<file path="config.mk">
export PLATFORM = sky130hd
export DESIGN_NAME = panel_supervision_trouble_reporter
export DESIGN_NICKNAME = d
export VERILOG_FILES = /design/src/panel_supervision_trouble_reporter.v
export VERILOG_INCLUDE_DIRS = /design/src
export SDC_FILE = /design/constraint.sdc
export NUM_CORES = 1
export LEC_CHECK = 0
export BUFFER_PORTS_ARGS = -buffer_cell sky130_fd_sc_hd__buf_2
export CAP_MARGIN = 5
export CORE_MARGIN = 4
export CORE_UTILIZATION = 59
export CTS_BUF_LIST = sky130_fd_sc_hd__clkbuf_4 sky130_fd_sc_hd__clkbuf_8 sky130_fd_sc_hd__clkbuf_16
export DETAILED_ROUTE_END_ITERATION = 16
export GPL_TIMING_DRIVEN = 0
export PLACE_DENSITY = 0.8
export SLEW_MARGIN = 20
export SYNTH_ARGS = -nofsm -noshare
export SYNTH_HDL_FRONTEND = slang
export SYNTH_SLANG_ARGS = --single-unit
</file>
<file path="constraint.sdc">
create_clock -name clock -period 3.75 [get_ports clock]
set_clock_uncertainty 0.05 [all_clocks]
set_input_delay 0 -clock clock [delete_from_list [all_inputs] [get_ports clock]]
set_output_delay 0 -clock clock [all_outputs]
set_load 0.02 [all_outputs]
</file>
<file path="src/supervision_map.vh">
// Constants for the panel supervision and trouble reporter.
// Included by the design file; holds definitions only.
`ifndef SUPERVISION_MAP_VH
`define SUPERVISION_MAP_VH

// Programming sections.
`define SEC_INSTALLER 12'h00b
`define SEC_ACCOUNT 12'h015
`define SEC_FORMAT 12'h016
`define SEC_ABS_TRB_EN 12'h017
`define SEC_ABS_RST_EN 12'h018
`define SEC_INT_ACCOUNT 12'h28b

// Reset values.
`define RST_INSTALLER 16'hcafe
`define RST_ACCOUNT 24'hffffff
`define RST_FORMAT 8'h04
`define RST_EVENT_EN 8'hff
`define RST_INT_ACCOUNT 24'h000000

// Format codes and event enable off value.
`define FMT_CID 8'h03
`define FMT_SIA 8'h04
`define EVENT_OFF 8'h00

// Trouble flash counts and supervision.
`define FLASH_SUPERVISION 5'h02
`define FLASH_CFG_FAIL 5'h0a
`define FLASH_MODULE_CFG 5'h0c
`define FLASH_GAP_HALVES 5'h06
`define MISS_LIMIT 3'h6

// Message layout: last character index per format.
`define SIA_LAST_IDX 4'he
`define CID_LAST_IDX 4'hc

// Timing.
`define CLOCK_HZ 64'd125000000
`define ABSENT_TIME_S 64'd60
`define FLASH_HALF_MS 64'd250
`define BLINK_HALF_MS 64'd60

`endif
</file>
<file path="src/panel_supervision_trouble_reporter.v">
// Panel supervision, trouble LED coding, connection LED and hub event sender.
// Assumes one clock, synchronous inputs, pulse inputs one cycle wide.
//
// Summary of operation
// - Trouble LED repeats bursts of 2, 10 or 12 flashes per trouble type.
// - Only highest priority trouble shown; fewest flashes wins; LED off when none.
// - Six consecutive missed polls declare panel supervision trouble.
// - One good poll clears supervision trouble and resets the miss count.
// - Send panel-absent trouble on loss, matching restore on return.
// - Absent events carry the module account code.
// - Only absent events originate here; everything else is forwarded panel traffic.
// - Absent trouble event sent only after loss lasting over sixty seconds.
// - Each absent event has an enable; 00 suppresses, FF permits, default FF.
// - Account code all zeros or all ones raises module configuration trouble.
// - Module configuration trouble shows only on the local LED.
// - Format 03 selects Contact ID, 04 selects SIA, SIA at reset.
// - SIA ET/ER zone 001; Contact ID qualifier 1/3, code 355, zone 001.
// - Connection LED: one blink per send, two per ack or nack, on during fault.
// - Network and trouble LEDs flash together until initialization completes.
// - Failed remote programming raises configuration failure trouble.
// - 16-bit installer code, any value, required before programming.
// - Keypad may read settings but every keypad write is rejected.
// - SIA message holds account, new-event marker, area, event id, zone.
`timescale 1ns/1ns
`include "supervision_map.vh"

module panel_supervision_trouble_reporter #(
    parameter [63:0] ABSENT_CYCLES = `ABSENT_TIME_S * `CLOCK_HZ,
    parameter [63:0] FLASH_HALF_CYCLES = `FLASH_HALF_MS * `CLOCK_HZ / 64'd1000,
    parameter [63:0] BLINK_HALF_CYCLES = `BLINK_HALF_MS * `CLOCK_HZ / 64'd1000
) (
    input wire clock,
    input wire resetn,
    input wire init_done,
    input wire poll_done,
    input wire poll_ok,
    input wire prog_rd,
    input wire prog_wr,
    input wire [11:0] prog_section,
    input wire [23:0] prog_wdata,
    input wire [15:0] prog_code,
    input wire prog_fail,
    output reg prog_ack,
    output reg prog_err,
    output reg [23:0] prog_rdata,
    input wire kp_rd,
    input wire kp_wr,
    input wire [11:0] kp_section,
    output reg kp_ack,
    output reg kp_err,
    output reg [23:0] kp_rdata,
    input wire panel_ev_valid,
    input wire [7:0] panel_ev_data,
    input wire panel_ev_last,
    output wire panel_ev_ready,
    output wire ev_valid,
    output wire [7:0] ev_data,
    output wire ev_last,
    input wire ev_ready,
    input wire hub_ack,
    input wire hub_nack,
    input wire link_fault,
    output reg supervision_trouble,
    output reg cfg_fail_trouble,
    output wire module_cfg_trouble,
    output reg trouble_led,
    output reg network_led
);

localparam [2:0] ST_IDLE = 3'b001;
localparam [2:0] ST_FWD = 3'b010;
localparam [2:0] ST_INT = 3'b100;
localparam [63:0] ABSENT_LAST = ABSENT_CYCLES;
localparam [63:0] FLASH_LAST = FLASH_HALF_CYCLES - 64'd1;
localparam [63:0] BLINK_LAST = BLINK_HALF_CYCLES - 64'd1;

reg [15:0] installer_passcode_q;
reg [23:0] module_account_code_q;
reg [7:0] report_format_select_q;
reg [7:0] absent_trouble_enable_q;
reg [7:0] absent_restore_enable_q;
reg [23:0] interactive_account_code_q;
reg [2:0] miss_q;
reg [32:0] absent_cnt_q;
reg absent_sent_q;
reg trb_pend_q;
reg rst_pend_q;
reg [2:0] state_q;
reg [3:0] idx_q;
reg [3:0] last_idx_q;
reg is_restore_q;
reg is_cid_q;
reg [23:0] acct_q;
reg [7:0] char_q;
reg [31:0] flash_cnt_q;
reg [4:0] phase_q;
reg [4:0] burst_n_q;
reg init_phase_q;
reg [31:0] blink_cnt_q;
reg [3:0] blink_left_q;
reg [4:0] code_now;
reg [4:0] blink_add;
wire flash_tick;
wire blink_tick;
wire start_int;
wire send_done;

// ---------------------------------------------------------------
// Register decode
// ---------------------------------------------------------------
function [24:0] reg_read;
    input [11:0] sec;
    begin
        case (sec)
            `SEC_INSTALLER: reg_read = {9'h000, installer_passcode_q};
            `SEC_ACCOUNT: reg_read = {1'b0, module_account_code_q};
            `SEC_FORMAT: reg_read = {17'h00000, report_format_select_q};
            `SEC_ABS_TRB_EN: reg_read = {17'h00000, absent_trouble_enable_q};
            `SEC_ABS_RST_EN: reg_read = {17'h00000, absent_restore_enable_q};
            `SEC_INT_ACCOUNT: reg_read = {1'b0, interactive_account_code_q};
            default: reg_read = 25'h1000000;
        endcase
    end
endfunction

function [7:0] hex_char;
    input [3:0] n;
    begin
        if (n < 4'ha)
            hex_char = 8'h30 + {4'h0, n};
        else
            hex_char = 8'h37 + {4'h0, n};
    end
endfunction

// Character of an internally built message, account code first.
function [7:0] msg_char;
    input [3:0] i;
    input rst;
    input cid;
    input [23:0] acct;
    begin
        case (i)
            4'h0: msg_char = hex_char(acct[23:20]);
            4'h1: msg_char = hex_char(acct[19:16]);
            4'h2: msg_char = hex_char(acct[15:12]);
            4'h3: msg_char = hex_char(acct[11:8]);
            4'h4: msg_char = hex_char(acct[7:4]);
            4'h5: msg_char = hex_char(acct[3:0]);
            4'h6: msg_char = cid ? (rst ? 8'h33 : 8'h31) : 8'h4e;
            4'h7: msg_char = cid ? 8'h33 : 8'h72;
            4'h8: msg_char = cid ? 8'h35 : 8'h69;
            4'h9: msg_char = cid ? 8'h35 : 8'h30;
            4'ha: msg_char = cid ? 8'h30 : 8'h45;
            4'hb: msg_char = cid ? 8'h30 : (rst ? 8'h52 : 8'h54);
            4'hc: msg_char = cid ? 8'h31 : 8'h30;
            4'hd: msg_char = 8'h30;
            4'he: msg_char = 8'h31;
            default: msg_char = 8'h30;
        endcase
    end
endfunction

// ---------------------------------------------------------------
// Programming paths
// ---------------------------------------------------------------
wire [24:0] prog_look = reg_read(prog_section);
wire [24:0] kp_look = reg_read(kp_section);
wire code_ok = (prog_code == installer_passcode_q);
wire prog_take = prog_wr && code_ok && !prog_look[24];

always @(posedge clock)
begin
    if (!resetn)
    begin
        installer_passcode_q <= `RST_INSTALLER;
        module_account_code_q <= `RST_ACCOUNT;
        report_format_select_q <= `RST_FORMAT;
        absent_trouble_enable_q <= `RST_EVENT_EN;
        absent_restore_enable_q <= `RST_EVENT_EN;
        interactive_account_code_q <= `RST_INT_ACCOUNT;
        prog_ack <= 1'b0;
        prog_err <= 1'b0;
        prog_rdata <= 24'h000000;
        kp_ack <= 1'b0;
        kp_err <= 1'b0;
        kp_rdata <= 24'h000000;
        cfg_fail_trouble <= 1'b0;
    end
    else
    begin
        prog_ack <= prog_rd || prog_wr;
        prog_err <= (prog_rd && prog_look[24]) || (prog_wr && !prog_take);
        prog_rdata <= prog_rd ? prog_look[23:0] : 24'h000000;
        kp_ack <= kp_rd || kp_wr;
        kp_err <= kp_wr || (kp_rd && kp_look[24]);
        kp_rdata <= kp_rd ? kp_look[23:0] : 24'h000000;
        if (prog_take)
        begin
            case (prog_section)
                `SEC_INSTALLER: installer_passcode_q <= prog_wdata[15:0];
                `SEC_ACCOUNT: module_account_code_q <= prog_wdata;
                `SEC_FORMAT: report_format_select_q <= prog_wdata[7:0];
                `SEC_ABS_TRB_EN: absent_trouble_enable_q <= prog_wdata[7:0];
                `SEC_ABS_RST_EN: absent_restore_enable_q <= prog_wdata[7:0];
                `SEC_INT_ACCOUNT: interactive_account_code_q <= prog_wdata;
                default: installer_passcode_q <= installer_passcode_q;
            endcase
        end
        // A failure in the same cycle as a good write keeps the trouble raised.
        if (prog_fail)
            cfg_fail_trouble <= 1'b1;
        else if (prog_take)
            cfg_fail_trouble <= 1'b0;
    end
end

// Four-digit accounts arrive already padded, so no special case here.
assign module_cfg_trouble = (module_account_code_q == 24'h000000) ||
    (module_account_code_q == 24'hffffff);

// ---------------------------------------------------------------
// Panel supervision and absent events
// ---------------------------------------------------------------
always @(posedge clock)
begin
    if (!resetn)
    begin
        miss_q <= 3'h0;
        supervision_trouble <= 1'b0;
        absent_cnt_q <= 33'h000000000;
        absent_sent_q <= 1'b0;
        trb_pend_q <= 1'b0;
        rst_pend_q <= 1'b0;
    end
    else
    begin
        if (poll_done && poll_ok)
        begin
            miss_q <= 3'h0;
            supervision_trouble <= 1'b0;
        end
        else if (poll_done && miss_q != `MISS_LIMIT)
        begin
            miss_q <= miss_q + 3'h1;
            if (miss_q + 3'h1 == `MISS_LIMIT)
                supervision_trouble <= 1'b1;
        end
        // Loss time runs from the declaration of supervision trouble.
        if (!supervision_trouble || absent_sent_q)
            absent_cnt_q <= 33'h000000000;
        else
            absent_cnt_q <= absent_cnt_q + 33'h000000001;
        if (supervision_trouble && !absent_sent_q && absent_cnt_q == ABSENT_LAST[32:0])
        begin
            absent_sent_q <= 1'b1;
            if (absent_trouble_enable_q != `EVENT_OFF)
                trb_pend_q <= 1'b1;
        end
        else if (start_int && !is_restore_q)
            trb_pend_q <= 1'b0;
        if (poll_done && poll_ok && absent_sent_q)
        begin
            absent_sent_q <= 1'b0;
            if (absent_restore_enable_q != `EVENT_OFF)
                rst_pend_q <= 1'b1;
        end
        else if (start_int && is_restore_q)
            rst_pend_q <= 1'b0;
    end
end

// ---------------------------------------------------------------
// Hub stream: forwarded panel events or internal absent events
// ---------------------------------------------------------------
wire int_want = trb_pend_q || rst_pend_q;
wire int_rst = !trb_pend_q;
wire want_cid = (report_format_select_q == `FMT_CID);
assign start_int = (state_q == ST_INT) && (idx_q == 4'h0) && ev_ready;
assign send_done = (state_q == ST_INT) && ev_ready && (idx_q == last_idx_q);
// Module configuration trouble has no message of its own.
assign ev_valid = (state_q == ST_INT) || ((state_q == ST_FWD) && panel_ev_valid);
assign ev_data = (state_q == ST_INT) ? char_q : panel_ev_data;
assign ev_last = (state_q == ST_INT) ? (idx_q == last_idx_q) : panel_ev_last;
assign panel_ev_ready = (state_q == ST_FWD) && ev_ready;

always @(posedge clock)
begin
    if (!resetn)
    begin
        state_q <= ST_IDLE;
        idx_q <= 4'h0;
        last_idx_q <= `SIA_LAST_IDX;
        is_restore_q <= 1'b0;
        is_cid_q <= 1'b0;
        acct_q <= 24'h000000;
        char_q <= 8'h00;
    end
    else
    begin
        case (state_q)
            ST_IDLE:
            begin
                if (int_want)
                begin
                    state_q <= ST_INT;
                    idx_q <= 4'h0;
                    is_restore_q <= int_rst;
                    is_cid_q <= want_cid;
                    acct_q <= module_account_code_q;
                    last_idx_q <= want_cid ? `CID_LAST_IDX : `SIA_LAST_IDX;
                    char_q <= msg_char(4'h0, int_rst, want_cid, module_account_code_q);
                end
                else if (panel_ev_valid)
                    state_q <= ST_FWD;
            end
            ST_FWD:
            begin
                if (panel_ev_valid && ev_ready && panel_ev_last)
                    state_q <= ST_IDLE;
            end
            ST_INT:
            begin
                if (send_done)
                    state_q <= ST_IDLE;
                else if (ev_ready)
                begin
                    idx_q <= idx_q + 4'h1;
                    char_q <= msg_char(idx_q + 4'h1, is_restore_q, is_cid_q, acct_q);
                end
            end
            default: state_q <= ST_IDLE;
        endcase
    end
end

// ---------------------------------------------------------------
// LEDs
// ---------------------------------------------------------------
assign flash_tick = (flash_cnt_q == FLASH_LAST[31:0]);
assign blink_tick = (blink_cnt_q == BLINK_LAST[31:0]);

always @*
begin
    if (supervision_trouble)
        code_now = `FLASH_SUPERVISION;
    else if (cfg_fail_trouble)
        code_now = `FLASH_CFG_FAIL;
    else if (module_cfg_trouble)
        code_now = `FLASH_MODULE_CFG;
    else
        code_now = 5'h00;
    blink_add = 5'h00;
    if (ev_valid && ev_ready && ((state_q == ST_INT) ? idx_q == 4'h0 : 1'b0))
        blink_add = 5'h02;
    if (hub_ack || hub_nack)
        blink_add = blink_add + 5'h04;
end

wire fwd_first = (state_q == ST_IDLE) && !int_want && panel_ev_valid;
wire [4:0] burst_end = {burst_n_q[3:0], 1'b0} + `FLASH_GAP_HALVES - 5'h01;
wire [4:0] blink_sum = {1'b0, blink_left_q} + blink_add + (fwd_first ? 5'h02 : 5'h00);
// Blinks queue in whole pairs of halves, so odd counts always mean dark.
wire [3:0] blink_next = (blink_sum > 5'h0e) ? 4'he : blink_sum[3:0];

always @(posedge clock)
begin
    if (!resetn)
    begin
        flash_cnt_q <= 32'h00000000;
        phase_q <= 5'h00;
        burst_n_q <= 5'h00;
        init_phase_q <= 1'b0;
        blink_cnt_q <= 32'h00000000;
        blink_left_q <= 4'h0;
        trouble_led <= 1'b0;
        network_led <= 1'b0;
    end
    else
    begin
        flash_cnt_q <= flash_tick ? 32'h00000000 : flash_cnt_q + 32'h00000001;
        blink_cnt_q <= blink_tick ? 32'h00000000 : blink_cnt_q + 32'h00000001;
        if (flash_tick)
        begin
            init_phase_q <= !init_phase_q;
            if (phase_q >= burst_end)
            begin
                phase_q <= 5'h00;
                burst_n_q <= code_now;
            end
            else
                phase_q <= phase_q + 5'h01;
        end
        if (blink_tick && blink_left_q != 4'h0)
            blink_left_q <= blink_next - 4'h1;
        else
            blink_left_q <= blink_next;
        if (!init_done)
        begin
            trouble_led <= init_phase_q;
            network_led <= init_phase_q;
        end
        else
        begin
            trouble_led <= (code_now != 5'h00) && (burst_n_q != 5'h00) &&
                (phase_q < {burst_n_q[3:0], 1'b0}) && !phase_q[0];
            network_led <= link_fault ||
                ((blink_left_q != 4'h0) && !blink_left_q[0]);
        end
    end
end

endmodule // panel_supervision_trouble_reporter

</file>
==> results.sh, run 1 <==
export IMPL_h_tree_depth=1
export IMPL_p_leak_nw=6.74
export IMPL_cts_buffers=31
export IMPL_wl_met2_mm=20.8
export IMPL_synth_area_per_cell_um2=8.25
export IMPL_cp_required_ns=4.14
export IMPL_synth_seq_cells=301
export IMPL_critical_path_max_stage_delay_ns=0.49
export IMPL_layout_nets=2157
export IMPL_ant_nets=0
export IMPL_top_layer="met4"
export IMPL_synthesis_area_um2=14800
export IMPL_drive_gt1_share_pct=12.2
export IMPL_finalWirelength_mm=45.7
export IMPL_async_reset_ff_share_pct=0
export IMPL_setup_tns_ns=0
export IMPL_hold_viol=0
export IMPL_cp_slowest_cell="fa_1"
export IMPL_fin_crit_sh_pct=92.6
export IMPL_yosysUniqueCellTypes=80
export IMPL_dr_first_iter_drc_count=1639
export IMPL_grt_pass1_vias=14146
export IMPL_grt_max_degree=16
export IMPL_min_path_type="in -> reg"
export IMPL_seq_area_frac_synth_pct=40.8
export IMPL_cts_tree="yes"
export IMPL_crit_path_end_kind="register"
export IMPL_slew_headroom_pct=17.5
export IMPL_powerDensity_nw_per_um2=388
export IMPL_vias=14659
export IMPL_syn_inst=1790
export IMPL_dr_pass1_iters=8
export IMPL_placed_area_um2=16000
export IMPL_drv_slew=0
export IMPL_gp_congestion=0.968
export IMPL_via_per_inst=6.16
export IMPL_die_area_um2=27600
export IMPL_crit_chain="clkbuf_1 > nor2_1 > and4_1 > fa_1 > ha_1 > fa_1 > a311o_1 > ha_1 > nand2_1 > o311a_1"
export IMPL_setup_worst_path_start_class="register"
export IMPL_synth_edf_count=0
export IMPL_die_w_um=166
export IMPL_maxCapViolations=0
export IMPL_ys_warn_count=0
export IMPL_hold_start="prog_section[1]"
export IMPL_root_buffer="clkbuf_16"
export IMPL_min_period_ns=3.47
export IMPL_setup_viol=0
export IMPL_crit_start="idx_q[3]"
export IMPL_clock_latency_ns=0.56
export IMPL_antenna_found_initial=2
export IMPL_grt_pass1_wl_mm=73.4
export IMPL_syn_nets=1914
export IMPL_holdWs_ns=0.0507
export IMPL_route_detailed_drc=0
export IMPL_tightest_slew_ns=1.23
export IMPL_die_h_um=166
export IMPL_hpwl_mm=32.8
export IMPL_rsz0062_at_grt="no"
export IMPL_cts_sinks=301
export IMPL_grt_overflow=0
export IMPL_vdd_ir_drop_max_mv=0.373
export IMPL_port_buffers=155
export IMPL_cp_arrival_ns=3.86
export IMPL_fp_coreArea_um2=24500
export IMPL_path_max_fanout=10
export IMPL_wl_per_cell_um=19.2
export IMPL_p_total_mw=6.82
export IMPL_rr_worst_depth=10
export IMPL_path_clk_slew_ns=0.07
export IMPL_run_status="completed"
export IMPL_path_class="reg -> reg"
export IMPL_fmax_ghz=0.288
export IMPL_r2r_start="idx_q[3]"
export IMPL_wirelength_met1_mm=18.8
export IMPL_final_core_util_pct=71.8
export IMPL_rows=57
export IMPL_final_area_um2=17600
export IMPL_gr_usage_all_layers_pct=31.6
export IMPL_areaGrowthSynthToFinish_pct=18.9
export IMPL_hold_depth=5
export IMPL_post_cts_resized=0
export IMPL_pin_count=156
export IMPL_synthFlopType="dfxtp_1"
export IMPL_ctsLongestPathBuffers=3
export IMPL_dr_wl_met3_mm=4.11
export IMPL_start_util_pct=60.4
==> placed cells by master, fill, tap and decap left out, drive strengths merged, types with 17 or more instances in the layout <==
cell,instances
xnor2,49
o21ai,51
dlygate4sd3,55
and3,22
a22oi,42
nor2,211
nor3,30
dfxtp,301
xor2,71
nor2b,19
or3,17
inv,42
nand3,73
nand4,35
clkbuf,119
a222oi,17
buf,167
nor4,30
a21oi,122
ha,34
nand2,294
mux2i,69
==> synth_stat cells, types with 19 or more instances <==
cell type,count,share of area (%)
a21oi_1,122,4.1
a22oi_1,42,2.1
and3_1,21,0.89
clkbuf_1,73,1.9
dfxtp_1,301,41
ha_1,34,2.9
inv_1,40,1.0
mux2i_1,69,4.7
nand2_1,294,7.5
nand3_1,73,2.5
nand4_1,35,1.5
nor2_1,211,5.4
nor2b_1,19,0.80
nor3_1,27,0.91
nor4_1,27,1.1
o21ai_0,51,1.7
xnor2_1,49,2.9
xor2_1,71,4.2
==> sequential cells by signal (all words and copies together) (netlist names), 16 cells and up <==
signal,flops
absent_cnt_q,33
flash_cnt_q,32
acct_q,24
interactive_account_code_q,24
module_account_code_q,24
blink_cnt_q,32
kp_rdata,24
prog_rdata,24
installer_passcode_q,16
==> through the flow <==
step / cells / setup WS (ns)
floorplan: 1790 / 0.778
global placement: 2269 / 0.404
detailed placement: 2270 / 0.397
CTS: 2378 / 0.356
global route: 2380 / 0.121
finish: 2380 / 0.278
==> worst paths after layout <==
path	end	slack (ns)
setup / recovery	blink_left_q[1]	0.28
hold / removal	module_account_code_q[1]	0.05
setup reg to reg	blink_left_q[1]	0.28
hold reg to reg	flash_cnt_q[0]	0.39
==> area by class of cell <==
cell class	instances	area [um2]
Fill cell	1928	6900
Inverter	41	154
Multi-Input combinational cell	1363	8260
Tap cell	324	405
Sequential cell	301	6030
Antenna cell	2	5.00
Timing Repair Buffer	210	1320
Clock inverter	8	124
Clock buffer	46	932
Buffer	85	338
==> logic make-up after synthesis <==
| family | after synthesis | synth area share [%] |
|---|---|---|
| DFF | 301 | 40.8 |
| buffers and inverters | 126 | 3.33 |
| muxes | 78 | 5.36 |
| adders and majority gates | 36 | 3.15 |
| and+or+nand+nor | 801 | 25.9 |
| AOI/OAI and AO/OA | 328 | 14.3 |
| xor gates and xnor gates | 120 | 7.12 |
==> layer usage <==
| metal | up-vias | track usage, % |
|---|---|---|
| met5 | - | 0 |
| met1 | 6898 | 41.7 |
| met4 | 0 | 12.6 |
| met3 | 146 | 5.33 |
| li1 | 6816 | - |
| met2 | 799 | 51.8 |
==> what timing repair did <==
item | in CTS | in global routing
buffers inserted | 0 | 0
endpoints found under the hold margin | 130 | 0
hold buffers | 54 | 0
==> report_power, final <==
| part | total [mW] | switching, mW | internal (mW) |
|---|---|---|---|
| sequential | 3.25 | 0.0227 | 3.22 |
| clock | 3.18 | 1.26 | 1.91 |
| combinational | 0.395 | 0.227 | 0.168 |
==> critical path: cells and delay by family, from the launching register on <==
kind,cells,cell delay [ns]
AO/OA/AOI/OAI,2,0.52
AND/OR/NAND/NOR,3,0.55
buffers and inverters,1,0.48
flip-flops,1,0.35
adder cells (fa/ha/maj),4,1.42
Note: power is estimated with default switching activity, not from simulation.
==> run 2, diff against run 1 <==
--- a/config.mk
+++ b/config.mk
@@ -6,14 +6,15 @@
 export SDC_FILE = /design/constraint.sdc
 export NUM_CORES = 1
 export LEC_CHECK = 0
+export ABC_AREA = 1
 export BUFFER_PORTS_ARGS = -buffer_cell sky130_fd_sc_hd__buf_2
 export CAP_MARGIN = 5
 export CORE_MARGIN = 4
-export CORE_UTILIZATION = 59
+export CORE_UTILIZATION = 60
 export CTS_BUF_LIST = sky130_fd_sc_hd__clkbuf_4 sky130_fd_sc_hd__clkbuf_8 sky130_fd_sc_hd__clkbuf_16
 export DETAILED_ROUTE_END_ITERATION = 16
 export GPL_TIMING_DRIVEN = 0
-export PLACE_DENSITY = 0.8
+export PLACE_DENSITY = 0.81
 export SLEW_MARGIN = 20
 export SYNTH_ARGS = -nofsm -noshare
 export SYNTH_HDL_FRONTEND = slang
==> results.sh, run 2 <==
export IMPL_gr_usage_all_layers_pct=33.1
export IMPL_cpLargestDelayFamily="simple AND/OR/NAND/NOR gates"
export IMPL_ctsLongestPathBuffers=3
export IMPL_critical_path_max_stage_delay_ns=0.44
export IMPL_path_buf_inv=4
export IMPL_cp_slowest_cell="fa_1"
export IMPL_dr_first_iter_drc_count=1842
export IMPL_top_register="absent_cnt_q"
export IMPL_via_per_inst=5.80
export IMPL_largest_reg_flops=33
export IMPL_syn_nets=2539
export IMPL_drv_slew=0
export IMPL_path_clk_slew_ns=0.06
export IMPL_synth_edf_count=0
export IMPL_final_area_um2=19000
export IMPL_synth_seq_cells=301
export IMPL_min_period_ns=3.39
export IMPL_cts_buffers=34
export IMPL_path_max_fanout=6
export IMPL_setup_worst_path_start_class="register"
export IMPL_final_common_cell="nand2_1"
export IMPL_layout_nets=2777
export IMPL_yosysMostFrequentCell="nand2_1"
export IMPL_yosys_area_top_type="dfxtp_1"
export IMPL_crit_chain="nor3_2 > inv_1 > nor3_1 > fa_1 > ha_1 > fa_1 > nand2_1 > inv_1 > a31oi_1 > inv_1 > nor2_1 > inv_1 > ha_1 > nand2_1 > nand2_1 > a21oi_1"
export IMPL_pin_count=156
export IMPL_dr_pass1_iters=6
export IMPL_cp_required_ns=4.15
export IMPL_rows=59
export IMPL_slew_headroom_pct=26.0
export IMPL_clock_latency_ns=0.52
export IMPL_wl_per_cell_um=16.8
export IMPL_areaGrowthSynthToFinish_pct=17.8
export IMPL_setup_viol=0
export IMPL_hold_start="prog_section[11]"
export IMPL_synth_area_per_cell_um2=6.69
export IMPL_grt_max_degree=15
export IMPL_r2r_start="state_q[0]"
export IMPL_root_buffer="clkbuf_16"
export IMPL_endpoint="blink_left_q[1]"
export IMPL_drive_gt1_share_pct=10.9
export IMPL_synthesis_area_um2=16200
export IMPL_synth_common_cells="nand2_1, inv_1, dfxtp_1, nor2_1, nand3_1"
export IMPL_maxCapViolations=0
export IMPL_synth_area_leaders="dfxtp_1, nand2_1, inv_1, nor2_1, nand4_1"
export IMPL_tightest_slew_ns=1.10
export IMPL_fp_coreArea_um2=26300
export IMPL_async_reset_ff_share_pct=0
export IMPL_path_class="reg -> reg"
export IMPL_cts_setup_buffers=0
export IMPL_die_h_um=172
export IMPL_seq_area_frac_synth_pct=37.3
export IMPL_die_w_um=172
export IMPL_worst_r2r_setup_slack_ns=0.36
export IMPL_grt_pass1_vias=16555
export IMPL_p_leak_nw=8.55
export IMPL_rr_worst_depth=16
export IMPL_placed_area_um2=17300
export IMPL_ant_nets=0
export IMPL_n_antenna_cell=0
export IMPL_fmax_ghz=0.295
export IMPL_grt_pass1_wl_mm=80.3
export IMPL_vias=17456
export IMPL_min_path_type="in -> reg"
export IMPL_cts_sinks=301
export IMPL_hpwl_mm=37.6
export IMPL_hold_viol=0
export IMPL_cts_tree="yes"
export IMPL_fin_crit_sh_pct=90.4
export IMPL_yosysUniqueCellTypes=48
export IMPL_final_cell_mix="nand2_1, inv_1, dfxtp_1, nor2_1, buf_2"
export IMPL_port_buffers=155
export IMPL_h_tree_depth=2
export IMPL_run_status="completed"
export IMPL_syn_inst=2415
export IMPL_yosysTopAreaCellShare_pct=37.3
export IMPL_r2r_end="blink_left_q[1]"
export IMPL_crit_cells=16
export IMPL_vdd_ir_drop_max_mv=0.385
export IMPL_reg_largest_list="absent_cnt_q: 33 flops, blink_cnt_q: 32 flops, flash_cnt_q: 32 flops"
export IMPL_antenna_found_initial=0
export IMPL_cp_arrival_ns=3.79
export IMPL_finalWirelength_mm=50.6
export IMPL_setup_tns_ns=0
export IMPL_ys_warn_count=0
export IMPL_die_area_um2=29600
export IMPL_rsz0062_at_grt="no"
export IMPL_gp_congestion=0.980
export IMPL_grt_overflow=0
export IMPL_route_detailed_drc=0
export IMPL_path_common_cell="inv_1"
export IMPL_start_util_pct=61.5
export IMPL_synthFlopType="dfxtp_1"
export IMPL_crit_start="state_q[0]"
export IMPL_powerDensity_nw_per_um2=379
export IMPL_crit_path_end_kind="register"
-- run 2: layout make-up --
type / instances / area, um2
Clock buffer: 47 / 1000
Buffer: 77 / 353
Fill cell: 2161 / 7250
Sequential cell: 301 / 6030
Tap cell: 335 / 419
Inverter: 379 / 1420
Clock inverter: 12 / 198
Multi-Input combinational cell: 1658 / 8370
Timing Repair Buffer: 202 / 1250
-- run 2: cells by family after synthesis --
logic type	share of synthesized area, %
fa+ha+maj	2.88
xor+xnor	1.90
flops	37.3
buf+inv	11.0
simple gates	36.2
compound gates	10.7
-- run 2: stage by stage --
stage	hold WS (ns)	total power [mW]	setup WS, ns	util, %	std cells
floorplan	0.0563	3.51	0.775	-	2415
global placement	0.188	3.65	0.140	66.0	2905
detailed placement	0.192	3.66	0.139	66.0	2905
CTS	0.00901	7.22	0.117	72.4	3011
global route	0.0506	7.42	0.00591	72.4	3011
finish	0.0263	7.22	0.360	72.4	3011
-- run 2: report_power, final --
part / total [mW] / leakage (nW) / internal, mW / switching [mW]
Sequential: 3.24 / 2.43 / 3.22 / 0.0209
Combinational: 0.399 / 5.53 / 0.152 / 0.247
Clock: 3.58 / 0.593 / 2.22 / 1.36
-- run 2: layer usage --
layer | part of all wire [%] | global-route usage (%)
met5 | 0 | 0
met4 | 4.5 | 15.0
met3 | 8.3 | 5.03
met2 | 47 | 57.4
met1 | 40 | 40.6
-- run 2: worst min path at each step --
stage / slack, ns / to / cells after the start
detailed placement: 0.19 / cfg_fail_trouble / 3
CTS: 0.009 / kp_rdata[19] / 5
global route: 0.05 / absent_restore_enable_q[5] / 6
floorplan: 0.06 / cfg_fail_trouble / 2
global placement: 0.19 / cfg_fail_trouble / 3
finish: 0.03 / interactive_account_code_q[1] / 7
-- run 2: timing repair --
action,4_1_cts,5_1_grt
resized for setup,0,1
setup endpoints to repair,0,2
hold buffers,47,0
endpoints found under the hold margin,127,0
-- run 2: worst register-to-register path, stage by stage (launching register included) --
cell and delay, ns:
dfxtp_1 0.33, nor3_2 0.40, inv_1 0.21, nor3_1 0.42, fa_1 0.27, ha_1 0.17
fa_1 0.44, nand2_1 0.08, inv_1 0.04, a31oi_1 0.12, inv_1 0.08, nor2_1 0.16
inv_1 0.06, ha_1 0.27, nand2_1 0.07, nand2_1 0.05, a21oi_1 0.13
